**src/arpc_pkg.sv**
```systemverilog
// Constants, field layouts and types of the accelerometer register bank.
// Assumes a single 50 MHz core clock shared by the whole bank.
package arpc_pkg;

    // ------------------------------------------------------------------
    // Clock and bus widths
    // ------------------------------------------------------------------
    localparam longint CLK_HZ = 64'd50_000_000;
    localparam int     ADDR_W = 7;
    localparam int     DATA_W = 8;

    // ------------------------------------------------------------------
    // Register addresses
    // ------------------------------------------------------------------
    localparam logic [6:0] ADDR_DEVICE_ID = 7'h0f;
    localparam logic [6:0] ADDR_HP_CLEAR  = 7'h25;
    localparam logic [6:0] ADDR_STATUS    = 7'h27;
    localparam logic [6:0] ADDR_EV1_SRC   = 7'h31;
    localparam logic [6:0] ADDR_EV2_SRC   = 7'h35;
    localparam logic [2:0][6:0] OUT_ADDR  = {7'h2d, 7'h2b, 7'h29};

    // Reserved calibration locations
    localparam logic [6:0] RSV_A_LO = 7'h00;
    localparam logic [6:0] RSV_A_HI = 7'h0e;
    localparam logic [6:0] RSV_B_LO = 7'h10;
    localparam logic [6:0] RSV_B_HI = 7'h1f;
    localparam logic [6:0] RSV_C_LO = 7'h38;
    localparam logic [6:0] RSV_C_HI = 7'h3f;
    localparam logic [6:0] RSV_GAP0 = 7'h28;
    localparam logic [6:0] RSV_GAP1 = 7'h2a;
    localparam logic [6:0] RSV_GAP2 = 7'h2c;
    localparam logic [6:0] RSV_GAP3 = 7'h2e;
    localparam logic [6:0] RSV_GAP4 = 7'h2f;
    localparam int         CAL_DEPTH = 64;

    // Sub-address byte: top bit asks for address auto-increment
    localparam int SUB_INC_BIT = 7;

    // ------------------------------------------------------------------
    // Read/write control registers, index order of the register file
    // ------------------------------------------------------------------
    localparam int RW_COUNT     = 12;
    localparam int RW_IDX_CTRL1 = 0;
    localparam logic [11:0][6:0] RW_ADDR = {
        7'h37, 7'h36, 7'h34, 7'h33, 7'h32, 7'h30,
        7'h26, 7'h24, 7'h23, 7'h22, 7'h21, 7'h20};
    localparam logic [11:0][7:0] RW_RESET = {
        8'h00, 8'h00, 8'h00, 8'h00, 8'h00, 8'h00,
        8'h00, 8'h00, 8'h00, 8'h00, 8'h00, 8'h07};

    // Power, rate and axis control field positions
    localparam int PM_MSB  = 7;
    localparam int PM_LSB  = 5;
    localparam int DR_MSB  = 4;
    localparam int DR_LSB  = 3;
    localparam int AXE_MSB = 2;
    localparam int AXE_LSB = 0;

    // Power mode codes
    localparam logic [2:0] PM_POWER_DOWN = 3'h0;
    localparam logic [2:0] PM_NORMAL     = 3'h1;
    localparam logic [2:0] PM_LP_FIRST   = 3'h2;
    localparam logic [2:0] PM_LP_LAST    = 3'h6;

    // Status byte layout
    localparam int STATUS_ANY_NEW_BIT = 3;
    localparam int STATUS_ANY_OVR_BIT = 7;

    // ------------------------------------------------------------------
    // Output rates in millihertz and sample periods in core cycles
    // ------------------------------------------------------------------
    localparam longint RATE_N50_MHZ  = 64'd50_000;
    localparam longint RATE_N100_MHZ = 64'd100_000;
    localparam longint RATE_N400_MHZ = 64'd400_000;
    localparam longint RATE_N1K_MHZ  = 64'd1_000_000;
    localparam longint RATE_LP0_MHZ  = 64'd500;
    localparam longint RATE_LP1_MHZ  = 64'd1_000;
    localparam longint RATE_LP2_MHZ  = 64'd2_000;
    localparam longint RATE_LP5_MHZ  = 64'd5_000;
    localparam longint RATE_LP10_MHZ = 64'd10_000;

    typedef logic [3:0][31:0] arpc_norm_tbl_t;
    typedef logic [4:0][31:0] arpc_lp_tbl_t;

    localparam arpc_norm_tbl_t NORM_PERIOD_DEF = {
        32'(CLK_HZ * 1000 / RATE_N1K_MHZ),
        32'(CLK_HZ * 1000 / RATE_N400_MHZ),
        32'(CLK_HZ * 1000 / RATE_N100_MHZ),
        32'(CLK_HZ * 1000 / RATE_N50_MHZ)};
    localparam arpc_lp_tbl_t LP_PERIOD_DEF = {
        32'(CLK_HZ * 1000 / RATE_LP10_MHZ),
        32'(CLK_HZ * 1000 / RATE_LP5_MHZ),
        32'(CLK_HZ * 1000 / RATE_LP2_MHZ),
        32'(CLK_HZ * 1000 / RATE_LP1_MHZ),
        32'(CLK_HZ * 1000 / RATE_LP0_MHZ)};

    // Calibration restore sequencer
    typedef enum logic {RESTORE_LOADING, RESTORE_DONE} arpc_restore_t;

    function automatic logic arpc_is_reserved(input logic [6:0] a);
        return (a >= RSV_A_LO && a <= RSV_A_HI)
            || (a >= RSV_B_LO && a <= RSV_B_HI)
            || (a >= RSV_C_LO && a <= RSV_C_HI)
            || a == RSV_GAP0 || a == RSV_GAP1 || a == RSV_GAP2
            || a == RSV_GAP3 || a == RSV_GAP4;
    endfunction : arpc_is_reserved

endpackage : arpc_pkg

```
**src/arpc_rate_if.sv**
```systemverilog
// Carrier between the register bank and its sample rate generator.
// Assumes both ends run on the same core clock.
`timescale 1ns/1ps
interface arpc_rate_if;
    logic [2:0] powerMode;
    logic [1:0] rateSel;
    logic       sampleTick;
    logic       powerDown;
    logic       lowPowerActive;

    modport gen
    (
        input  powerMode,
        input  rateSel,
        output sampleTick,
        output powerDown,
        output lowPowerActive
    );

    modport bank
    (
        output powerMode,
        output rateSel,
        input  sampleTick,
        input  powerDown,
        input  lowPowerActive
    );
endinterface : arpc_rate_if

```
**src/arpc_rate_gen.sv**
```systemverilog
// Sample strobe generator driven by the power mode and rate fields.
// Assumes the fields come from flops on the same core clock.
`timescale 1ns/1ps
module arpc_rate_gen
    import arpc_pkg::*;
#(
    parameter arpc_norm_tbl_t NormPeriod = NORM_PERIOD_DEF,
    parameter arpc_lp_tbl_t   LowPeriod  = LP_PERIOD_DEF
)
(
    input wire logic   core_clk,
    input wire logic   sys_rst,
    arpc_rate_if.gen   rif
);

    // ------------------------------------------------------------------
    // Mode decode
    // ------------------------------------------------------------------
    logic [31:0] count_q;
    logic [31:0] count_d;
    logic        tick_q;

    // Code 111 is undefined; treated as power-down so nothing samples
    wire         isNormal = rif.powerMode == PM_NORMAL;
    wire         isLow    = rif.powerMode >= PM_LP_FIRST
                         && rif.powerMode <= PM_LP_LAST;
    wire         running  = isNormal || isLow;
    wire [2:0]   lpDelta  = 3'(rif.powerMode - PM_LP_FIRST);
    wire [2:0]   lpIndex  = isLow ? lpDelta : 3'h0;
    wire [31:0]  period   = isNormal ? NormPeriod[rif.rateSel]
                                     : LowPeriod[lpIndex];
    wire         wrap     = running && (count_q >= 32'(period - 32'd1));

    assign rif.powerDown      = !running;
    assign rif.lowPowerActive = isLow;
    assign rif.sampleTick     = tick_q;

    // Compare with >= so a shorter period never strands the counter
    assign count_d = (!running || wrap) ? 32'h0 : 32'(count_q + 32'd1);

    // ------------------------------------------------------------------
    // Period counter and strobe
    // ------------------------------------------------------------------
    always_ff @(posedge core_clk)
    begin
        if (sys_rst)
        begin
            count_q <= 32'h0;
            tick_q  <= 1'b0;
        end
        else
        begin
            count_q <= count_d;
            tick_q  <= wrap;
        end
    end

endmodule : arpc_rate_gen

```
**src/arpc_reg_bank.sv**
```systemverilog
// Register bank of the three-axis accelerometer: map, identifier,
// calibration restore and the power, rate and axis control register.
// Assumes the serial protocol layer hands over decoded byte events
// on the core clock; bit-level framing lives outside this block.
`timescale 1ns/1ps
module arpc_reg_bank
    import arpc_pkg::*;
#(
    // Identifier value is arbitrary
    parameter logic [7:0]     DeviceIdValue = 8'ha5,
    parameter arpc_norm_tbl_t NormPeriod    = NORM_PERIOD_DEF,
    parameter arpc_lp_tbl_t   LowPeriod     = LP_PERIOD_DEF
)
(
    input  wire logic             core_clk,
    input  wire logic             sys_rst,
    input  wire logic             hostStart,
    input  wire logic [7:0]       hostSubAddr,
    input  wire logic             hostWrite,
    input  wire logic [7:0]       hostWrData,
    input  wire logic             hostRead,
    output logic      [7:0]       hostRdData,
    output logic                  hostRdValid,
    output logic      [5:0]       trimAddr,
    input  wire logic [7:0]       trimData,
    output logic                  restoreBusy,
    input  wire logic [2:0][7:0]  sensorData,
    output logic                  sampleTick,
    output logic                  powerDown,
    output logic                  lowPowerActive,
    output logic      [2:0]       axisMeasureEn,
    output logic      [1:0]       cutoffSel,
    output logic      [1:0]       resolutionSel,
    input  wire logic [7:0]       event1Source,
    input  wire logic [7:0]       event2Source,
    output logic                  hpFilterClear,
    output logic      [11:0][7:0] ctrlRegs
);

    // ------------------------------------------------------------------
    // Declarations
    // ------------------------------------------------------------------
    logic [6:0]    ptr_q;
    logic [6:0]    ptr_d;
    logic          incr_q;
    logic [7:0]    rdData_q;
    logic          rdValid_q;
    logic          hpClear_q;
    logic [7:0]    rwReg_q [RW_COUNT];
    logic [7:0]    rwChain [RW_COUNT+1];
    logic [7:0]    axisOut_q [3];
    logic          newFlag_q [3];
    logic          ovrFlag_q [3];
    logic [7:0]    calMem [CAL_DEPTH];
    arpc_restore_t restState_q;
    logic [6:0]    loadIdx_q;
    logic          loadWr_q;
    logic [5:0]    loadWrAddr_q;
    wire  [2:0]    newBits;
    wire  [2:0]    ovrBits;

    arpc_rate_if rif ();

    // ------------------------------------------------------------------
    // Access decode
    // ------------------------------------------------------------------
    // A start in the same cycle as a byte wins; the byte is dropped
    wire       wrTaken  = !hostStart && hostWrite;
    wire       rdTaken  = !hostStart && !hostWrite && hostRead;
    wire       ptrStep  = incr_q && (wrTaken || rdTaken);
    wire       ptrRsv   = arpc_is_reserved(ptr_q);
    wire       hostCalWe = wrTaken && ptrRsv;
    wire       isIdAddr = ptr_q == ADDR_DEVICE_ID;

    // Pointer wraps within the 7-bit space
    assign ptr_d = hostStart ? hostSubAddr[6:0]
                 : ptrStep   ? 7'(ptr_q + 7'h01)
                 : ptr_q;

    // ------------------------------------------------------------------
    // Address pointer
    // ------------------------------------------------------------------
    always_ff @(posedge core_clk)
    begin
        if (sys_rst)
        begin
            ptr_q  <= 7'h00;
            incr_q <= 1'b0;
        end
        else
        begin
            ptr_q <= ptr_d;
            if (hostStart)
                incr_q <= hostSubAddr[SUB_INC_BIT];
        end
    end

    // ------------------------------------------------------------------
    // Calibration restore
    // ------------------------------------------------------------------
    // Trim source answers one cycle after the address is shown
    wire restoreWe = loadWr_q
                  && arpc_is_reserved({1'b0, loadWrAddr_q});
    wire loadLast  = loadIdx_q == 7'(CAL_DEPTH - 1);

    assign trimAddr    = loadIdx_q[5:0];
    assign restoreBusy = (restState_q == RESTORE_LOADING) || loadWr_q;

    // Reset is the power-up event here; every reset reloads the trims
    always_ff @(posedge core_clk)
    begin
        if (sys_rst)
        begin
            restState_q  <= RESTORE_LOADING;
            loadIdx_q    <= 7'h00;
            loadWr_q     <= 1'b0;
            loadWrAddr_q <= 6'h00;
        end
        else
        begin
            loadWr_q     <= restState_q == RESTORE_LOADING;
            loadWrAddr_q <= loadIdx_q[5:0];
            unique case (restState_q)
                RESTORE_LOADING:
                begin
                    loadIdx_q <= 7'(loadIdx_q + 7'h01);
                    if (loadLast)
                        restState_q <= RESTORE_DONE;
                end
                RESTORE_DONE:
                begin
                    loadIdx_q <= loadIdx_q;
                end
            endcase
        end
    end

    // Host writes land in cycles without a restore write: the device does not guard the trims
    always_ff @(posedge core_clk)
    begin
        if (restoreWe)
            calMem[loadWrAddr_q] <= trimData;
        else if (hostCalWe)
            calMem[ptr_q[5:0]] <= hostWrData;
    end

    // ------------------------------------------------------------------
    // Read/write control registers
    // ------------------------------------------------------------------
    assign rwChain[0] = 8'h00;

    for (genvar i = 0; i < RW_COUNT; i++)
    begin : g_rw
        wire rwHit = ptr_q == RW_ADDR[i];

        // Merge hits into a single read term
        assign rwChain[i+1] = rwChain[i] | (rwHit ? rwReg_q[i] : 8'h00);
        assign ctrlRegs[i]  = rwReg_q[i];

        always_ff @(posedge core_clk)
        begin
            if (sys_rst)
                rwReg_q[i] <= RW_RESET[i];
            else if (wrTaken && rwHit)
                rwReg_q[i] <= hostWrData;
        end
    end

    // ------------------------------------------------------------------
    // Power, rate and axis control decode
    // ------------------------------------------------------------------
    wire [7:0] ctrl1   = rwReg_q[RW_IDX_CTRL1];
    wire [1:0] rateFld = ctrl1[DR_MSB:DR_LSB];

    assign rif.powerMode  = ctrl1[PM_MSB:PM_LSB];
    assign rif.rateSel    = rateFld;
    assign sampleTick     = rif.sampleTick;
    assign powerDown      = rif.powerDown;
    assign lowPowerActive = rif.lowPowerActive;
    assign cutoffSel      = rateFld;
    assign resolutionSel  = rif.lowPowerActive ? rateFld : 2'h0;
    assign axisMeasureEn  = ctrl1[AXE_MSB:AXE_LSB]
                          & {3{!rif.powerDown}};

    arpc_rate_gen #(
        .NormPeriod (NormPeriod),
        .LowPeriod  (LowPeriod)
    ) u_rate (
        .core_clk (core_clk),
        .sys_rst  (sys_rst),
        .rif      (rif.gen)
    );

    // ------------------------------------------------------------------
    // Axis output registers and new-data flags
    // ------------------------------------------------------------------
    for (genvar a = 0; a < 3; a++)
    begin : g_axis
        wire outHit  = ptr_q == OUT_ADDR[a];
        wire capture = rif.sampleTick && axisMeasureEn[a];
        wire readClr = rdTaken && outHit;

        assign newBits[a] = newFlag_q[a];
        assign ovrBits[a] = ovrFlag_q[a];

        // A sample landing on the clearing read keeps its flag set
        always_ff @(posedge core_clk)
        begin
            if (sys_rst)
            begin
                axisOut_q[a] <= 8'h00;
                newFlag_q[a] <= 1'b0;
                ovrFlag_q[a] <= 1'b0;
            end
            else
            begin
                if (capture)
                    axisOut_q[a] <= sensorData[a];
                newFlag_q[a] <= capture || (newFlag_q[a] && !readClr);
                ovrFlag_q[a] <= (capture && newFlag_q[a])
                             || (ovrFlag_q[a] && !readClr);
            end
        end
    end

    wire [7:0] statusByte;
    assign statusByte[STATUS_ANY_OVR_BIT]   = |ovrBits;
    assign statusByte[STATUS_ANY_OVR_BIT-1 -: 3] = ovrBits;
    assign statusByte[STATUS_ANY_NEW_BIT]   = |newBits;
    assign statusByte[STATUS_ANY_NEW_BIT-1 -: 3] = newBits;

    // ------------------------------------------------------------------
    // Read selection
    // ------------------------------------------------------------------
    // Unmapped space and the filter-clear dummy read 00; reserved gaps read the trims
    wire [7:0] readValue =
          ptrRsv                  ? calMem[ptr_q[5:0]]
        : isIdAddr                ? DeviceIdValue
        : ptr_q == ADDR_STATUS    ? statusByte
        : ptr_q == OUT_ADDR[0]    ? axisOut_q[0]
        : ptr_q == OUT_ADDR[1]    ? axisOut_q[1]
        : ptr_q == OUT_ADDR[2]    ? axisOut_q[2]
        : ptr_q == ADDR_EV1_SRC   ? event1Source
        : ptr_q == ADDR_EV2_SRC   ? event2Source
        : rwChain[RW_COUNT];

    assign hostRdData    = rdData_q;
    assign hostRdValid   = rdValid_q;
    assign hpFilterClear = hpClear_q;

    // ------------------------------------------------------------------
    // Read data register
    // ------------------------------------------------------------------
    always_ff @(posedge core_clk)
    begin
        if (sys_rst)
        begin
            rdData_q  <= 8'h00;
            rdValid_q <= 1'b0;
            hpClear_q <= 1'b0;
        end
        else
        begin
            rdValid_q <= rdTaken;
            hpClear_q <= rdTaken && ptr_q == ADDR_HP_CLEAR;
            if (rdTaken)
                rdData_q <= readValue;
        end
    end

endmodule : arpc_reg_bank

```
**config.mk**
```make
export PLATFORM = sky130hd
export DESIGN_NAME = arpc_reg_bank
export DESIGN_NICKNAME = d
export VERILOG_FILES = /design/src/arpc_pkg.sv /design/src/arpc_rate_if.sv /design/src/arpc_rate_gen.sv /design/src/arpc_reg_bank.sv
export SDC_FILE = /design/constraint.sdc
export NUM_CORES = 1
export LEC_CHECK = 0
export BUFFER_PORTS_ARGS = -buffer_cell sky130_fd_sc_hd__buf_2
export CORE_UTILIZATION = 35
export DETAILED_ROUTE_END_ITERATION = 7
export PLACE_DENSITY_LB_ADDON = 0.05
export SLEW_MARGIN = 20
export SYNTH_ARGS = -nofsm -noshare
export SYNTH_HDL_FRONTEND = slang
export SYNTH_SLANG_ARGS = --single-unit
```
**constraint.sdc**
```tcl
create_clock -name core_clk -period 4.6 [get_ports core_clk]
set_input_delay 0.23 -clock core_clk [delete_from_list [all_inputs] [get_ports core_clk]]
set_output_delay 0.23 -clock core_clk [all_outputs]
set_load 0.05 [all_outputs]
```
==> reports/qor.csv <==
stage;metric;value;unit
finish;synthesis-to-finish area growth;20.3;%
worst_setup_path;CP Class;reg2reg;
global_route;largest net degree at the start of global routing;65;
pwr;Final Power;15.0;mW
worst_hold_path;hold path endpoint;ptr_q[6];
worst_setup_path;CP startpoint kind;flop;
worst_hold_path;hold_sp;hostStart;
routing;drt pass-1 iters;7;
routing;WL per Instance;25.5;µm
placement;RD Place Congestion;0.896;
finish;final non-filler cell area;36800;µm²
logic_synthesis;ys async rst share;0;
global_route;met1 usage;0.278;
finish;most common cell after layout, fill and taps aside;edfxtp_1;
worst_setup_path;Buf/Inv on CP;2;
pwr;Peak VDD IR;272;µV
timing;fin crit share;0.897;
finish;nets@finish;2517;
routing;DRC Markers;0;
placement;DP Area;33800;µm²
global_route;global-route wire length before repair;134;mm
floorplan;Die X;298;µm
worst_setup_path;Max stage delay on crit path;0.49;ns
global_route;antenna violations before repair;0;
worst_setup_path;R2R setup slack;0.47;ns
pwr;static leakage;13.0;nW
flow_run;max cap viols;0;
worst_setup_path;crit path DAT;4.69;ns
global_route;met2 usage;0.347;
timing;Final Hold Fails;0;
global_route;grt ovf;0;
finish;Core Util, Final;0.424;
worst_setup_path;r2r endpoint;u_rate.count_q[5];
timing;slew margin rel.;0.269;
clocking;CTS buffer count;81;
timing;RSZ-0062 raised after global routing;no;
routing;routed wire length;92.3;mm
clocking;clock-pin slew on the worst setup and hold paths;0.06;ns
routing;initial DRC count;1633;
clocking;Max Root-Sink Buffers;3;
logic_synthesis;largest cells by area after synthesis;edfxtp_1 (62%), mux4_2 (9.4%), dfxtp_1 (5.1%);
clocking;setup bufs post-CTS;0;
logic_synthesis;Post-Syn Area;30600;µm²
placement;I/O Buffers;191;
worst_setup_path;crit end category;flop;
global_route;routing usage on met3;0.0330;
timing;final setup fails;0;
timing;Worst Skew;0.0227;ns
worst_setup_path;Critical R2R Launch;rwReg_q[0][6];
clocking;H-tree levels;3;
clocking;worst skew pair latency;0.64;ns
logic_synthesis;area leader, netlist;edfxtp_1;
logic_synthesis;Warnings, synthesis;0;
logic_synthesis;Synth Register Bits;710;
logic_synthesis;Syn Area/Cell;15.4;µm²
worst_hold_path;hold path depth;3;
worst_hold_path;hold crit path type;in2reg;
floorplan;die height;298;µm
global_route;GRT Total Usage;0.207;
routing;number of vias per cell;5.24;
timing;Worst Tran Pin Value;1.09;ns
worst_setup_path;CP delay by family, top;compound AO/OA/AOI/OAI gates;
routing;Routed Antenna Nets;0;
routing;vias;19000;
worst_setup_path;CP startpoint;rwReg_q[0][6];
logic_synthesis;Synth Instances;1982;
clocking;CTS tree;yes;
worst_setup_path;Req. time, crit path;5.17;ns
global_route;vias in the first global route;19100;
worst_setup_path;CP max FO;23;
logic_synthesis;Post-synth EDFFs;632;
finish;most frequent cells in the layout;edfxtp_1 (632), buf_2 (191), nor2_1 (148);
outcome;outcome;finished, final reports clean;
timing;Fmax;242;MHz
floorplan;Initial Utilization;0.353;
finish;layout cells sized above 1;0.238;
logic_synthesis;sequential area share after synthesis;0.672;
logic_synthesis;Yosys top cell area share;0.621;
timing;setup TNS;0;ns
worst_setup_path;slowest cell on the critical path;edfxtp_1;
clocking;CTS Sinks;710;
clocking;CTS root buf;clkbuf_16;
timing;minimum clock period;4.13;ns
floorplan;die area;88500;µm²
logic_synthesis;top_reg_cell synth;edfxtp_1;
placement;DP HPWL;62.9;mm
worst_setup_path;CP cell instances;inv_1 -> ha_1 -> nor3b_4 -> nor2b_1 -> o21a_1 -> nor2_1 -> o21ai_1 -> xnor2_1 -> ha_1 -> a21o_1 -> a21oi_1 -> nor2b_1 -> a2111oi_0 -> a2111o_1 -> nand2_1 -> buf_12 -> nor2_1;
logic_synthesis;Unique masters post-synth;82;
floorplan;core area;86600;µm²
timing;final slew viol count;0;
worst_setup_path;Worst Reg-to-Reg Cells;17;
floorplan;Top Ports;192;
floorplan;Row Count;108;
global_route;global route hottest layer;met2;
pwr;Power Density;409;nW/µm²
report_power, final:
part / total (mW) / switching [mW] / internal (mW)
Sequential: 7.32 / 0.105 / 7.22
Clock: 6.48 / 2.65 / 3.82
Combinational: 1.22 / 0.812 / 0.405
Total: 15.0 / 3.57 / 11.4
cells in the mapped netlist, drive strengths merged, types with 21 or more instances:
| cell type | instances |
|---|---|
| xor2 | 30 |
| and2 | 124 |
| inv | 21 |
| nand3 | 36 |
| o21ai | 39 |
| nor3 | 54 |
| nand4 | 24 |
| nor2 | 155 |
| nand2 | 86 |
| clkbuf | 56 |
| edfxtp | 632 |
| nor2b | 24 |
| buf | 61 |
| mux4 | 128 |
| ha | 45 |
| dfxtp | 78 |
| a22oi | 41 |
| mux2i | 38 |
| a21o | 27 |
| a21oi | 54 |
area by class of cell:
class,count,area (µm²)
flip-flops and latches,710,20600
clock inverters,50,509
well taps,1155,1450
fillers,7952,49900
inverters,21,78.8
clock buffers,98,2130
multi-input cells,1263,9880
repair buffers,326,2160
diodes,1,2.50
flip-flops by register name, indices dropped and copies added, names as in the netlist, 6 cells and up, named ones only:
| signal | cells |
|---|---|
| hostRdData | 8 |
| rwReg_q | 96 |
| loadIdx_q | 7 |
| calMem | 512 |
| axisOut_q | 24 |
| ptr_q | 7 |
| u_rate.count_q | 32 |
| loadWrAddr_q | 6 |
layer usage:
layer | routed length (µm) | vias to the layer above
met2 | 45300 | 600
met4 | 2480 | 0
li1 | - | 8462
met1 | 39700 | 9775
met3 | 4890 | 135
met5 | 0 | -
through the flow:
step	hold WS, ns	std cells	setup slack (ns)
global placement	0.428	3443	0.531
CTS	0.0539	3623	0.417
floorplan	0.327	2111	0.754
detailed placement	0.443	3443	0.449
finish	0.0894	3624	0.473
global route	0.0969	3623	0.0903
what timing repair did:
action	CTS	global route
hold buffers	32	0
hold endpoints to repair	38	0
gates resized for setup	0	1
endpoints found under the setup margin	0	2
cells by family after synthesis:
| group | after synthesis | share of synthesized area |
|---|---|---|
| multiplexers | 170 | 0.108 |
| AO/OA/AOI/OAI | 270 | 0.0620 |
| adder cells (fa/ha/maj) | 45 | 0.0184 |
| buffers and inverters | 138 | 0.0216 |
| flip-flops | 710 | 0.672 |
| XOR/XNOR | 44 | 0.0126 |
| AND/OR/NAND/NOR | 603 | 0.105 |
| other | 2 | 0.000246 |
worst max path at each step:
stage | endpoint | slack [ns] | depth (start not counted)
floorplan | u_rate.count_q[22] | 0.75 | 16
global placement | u_rate.count_q[4] | 0.53 | 17
detailed placement | u_rate.count_q[8] | 0.45 | 17
CTS | u_rate.count_q[5] | 0.42 | 17
global route | u_rate.count_q[14] | 0.09 | 16
finish | u_rate.count_q[5] | 0.47 | 17
tightest hold or removal path: stages:
cell	delay [ns]
buf_2	0.22
a21oi_1	0.18
nor2_1	0.05
Power figures use the tool's default switching activity.
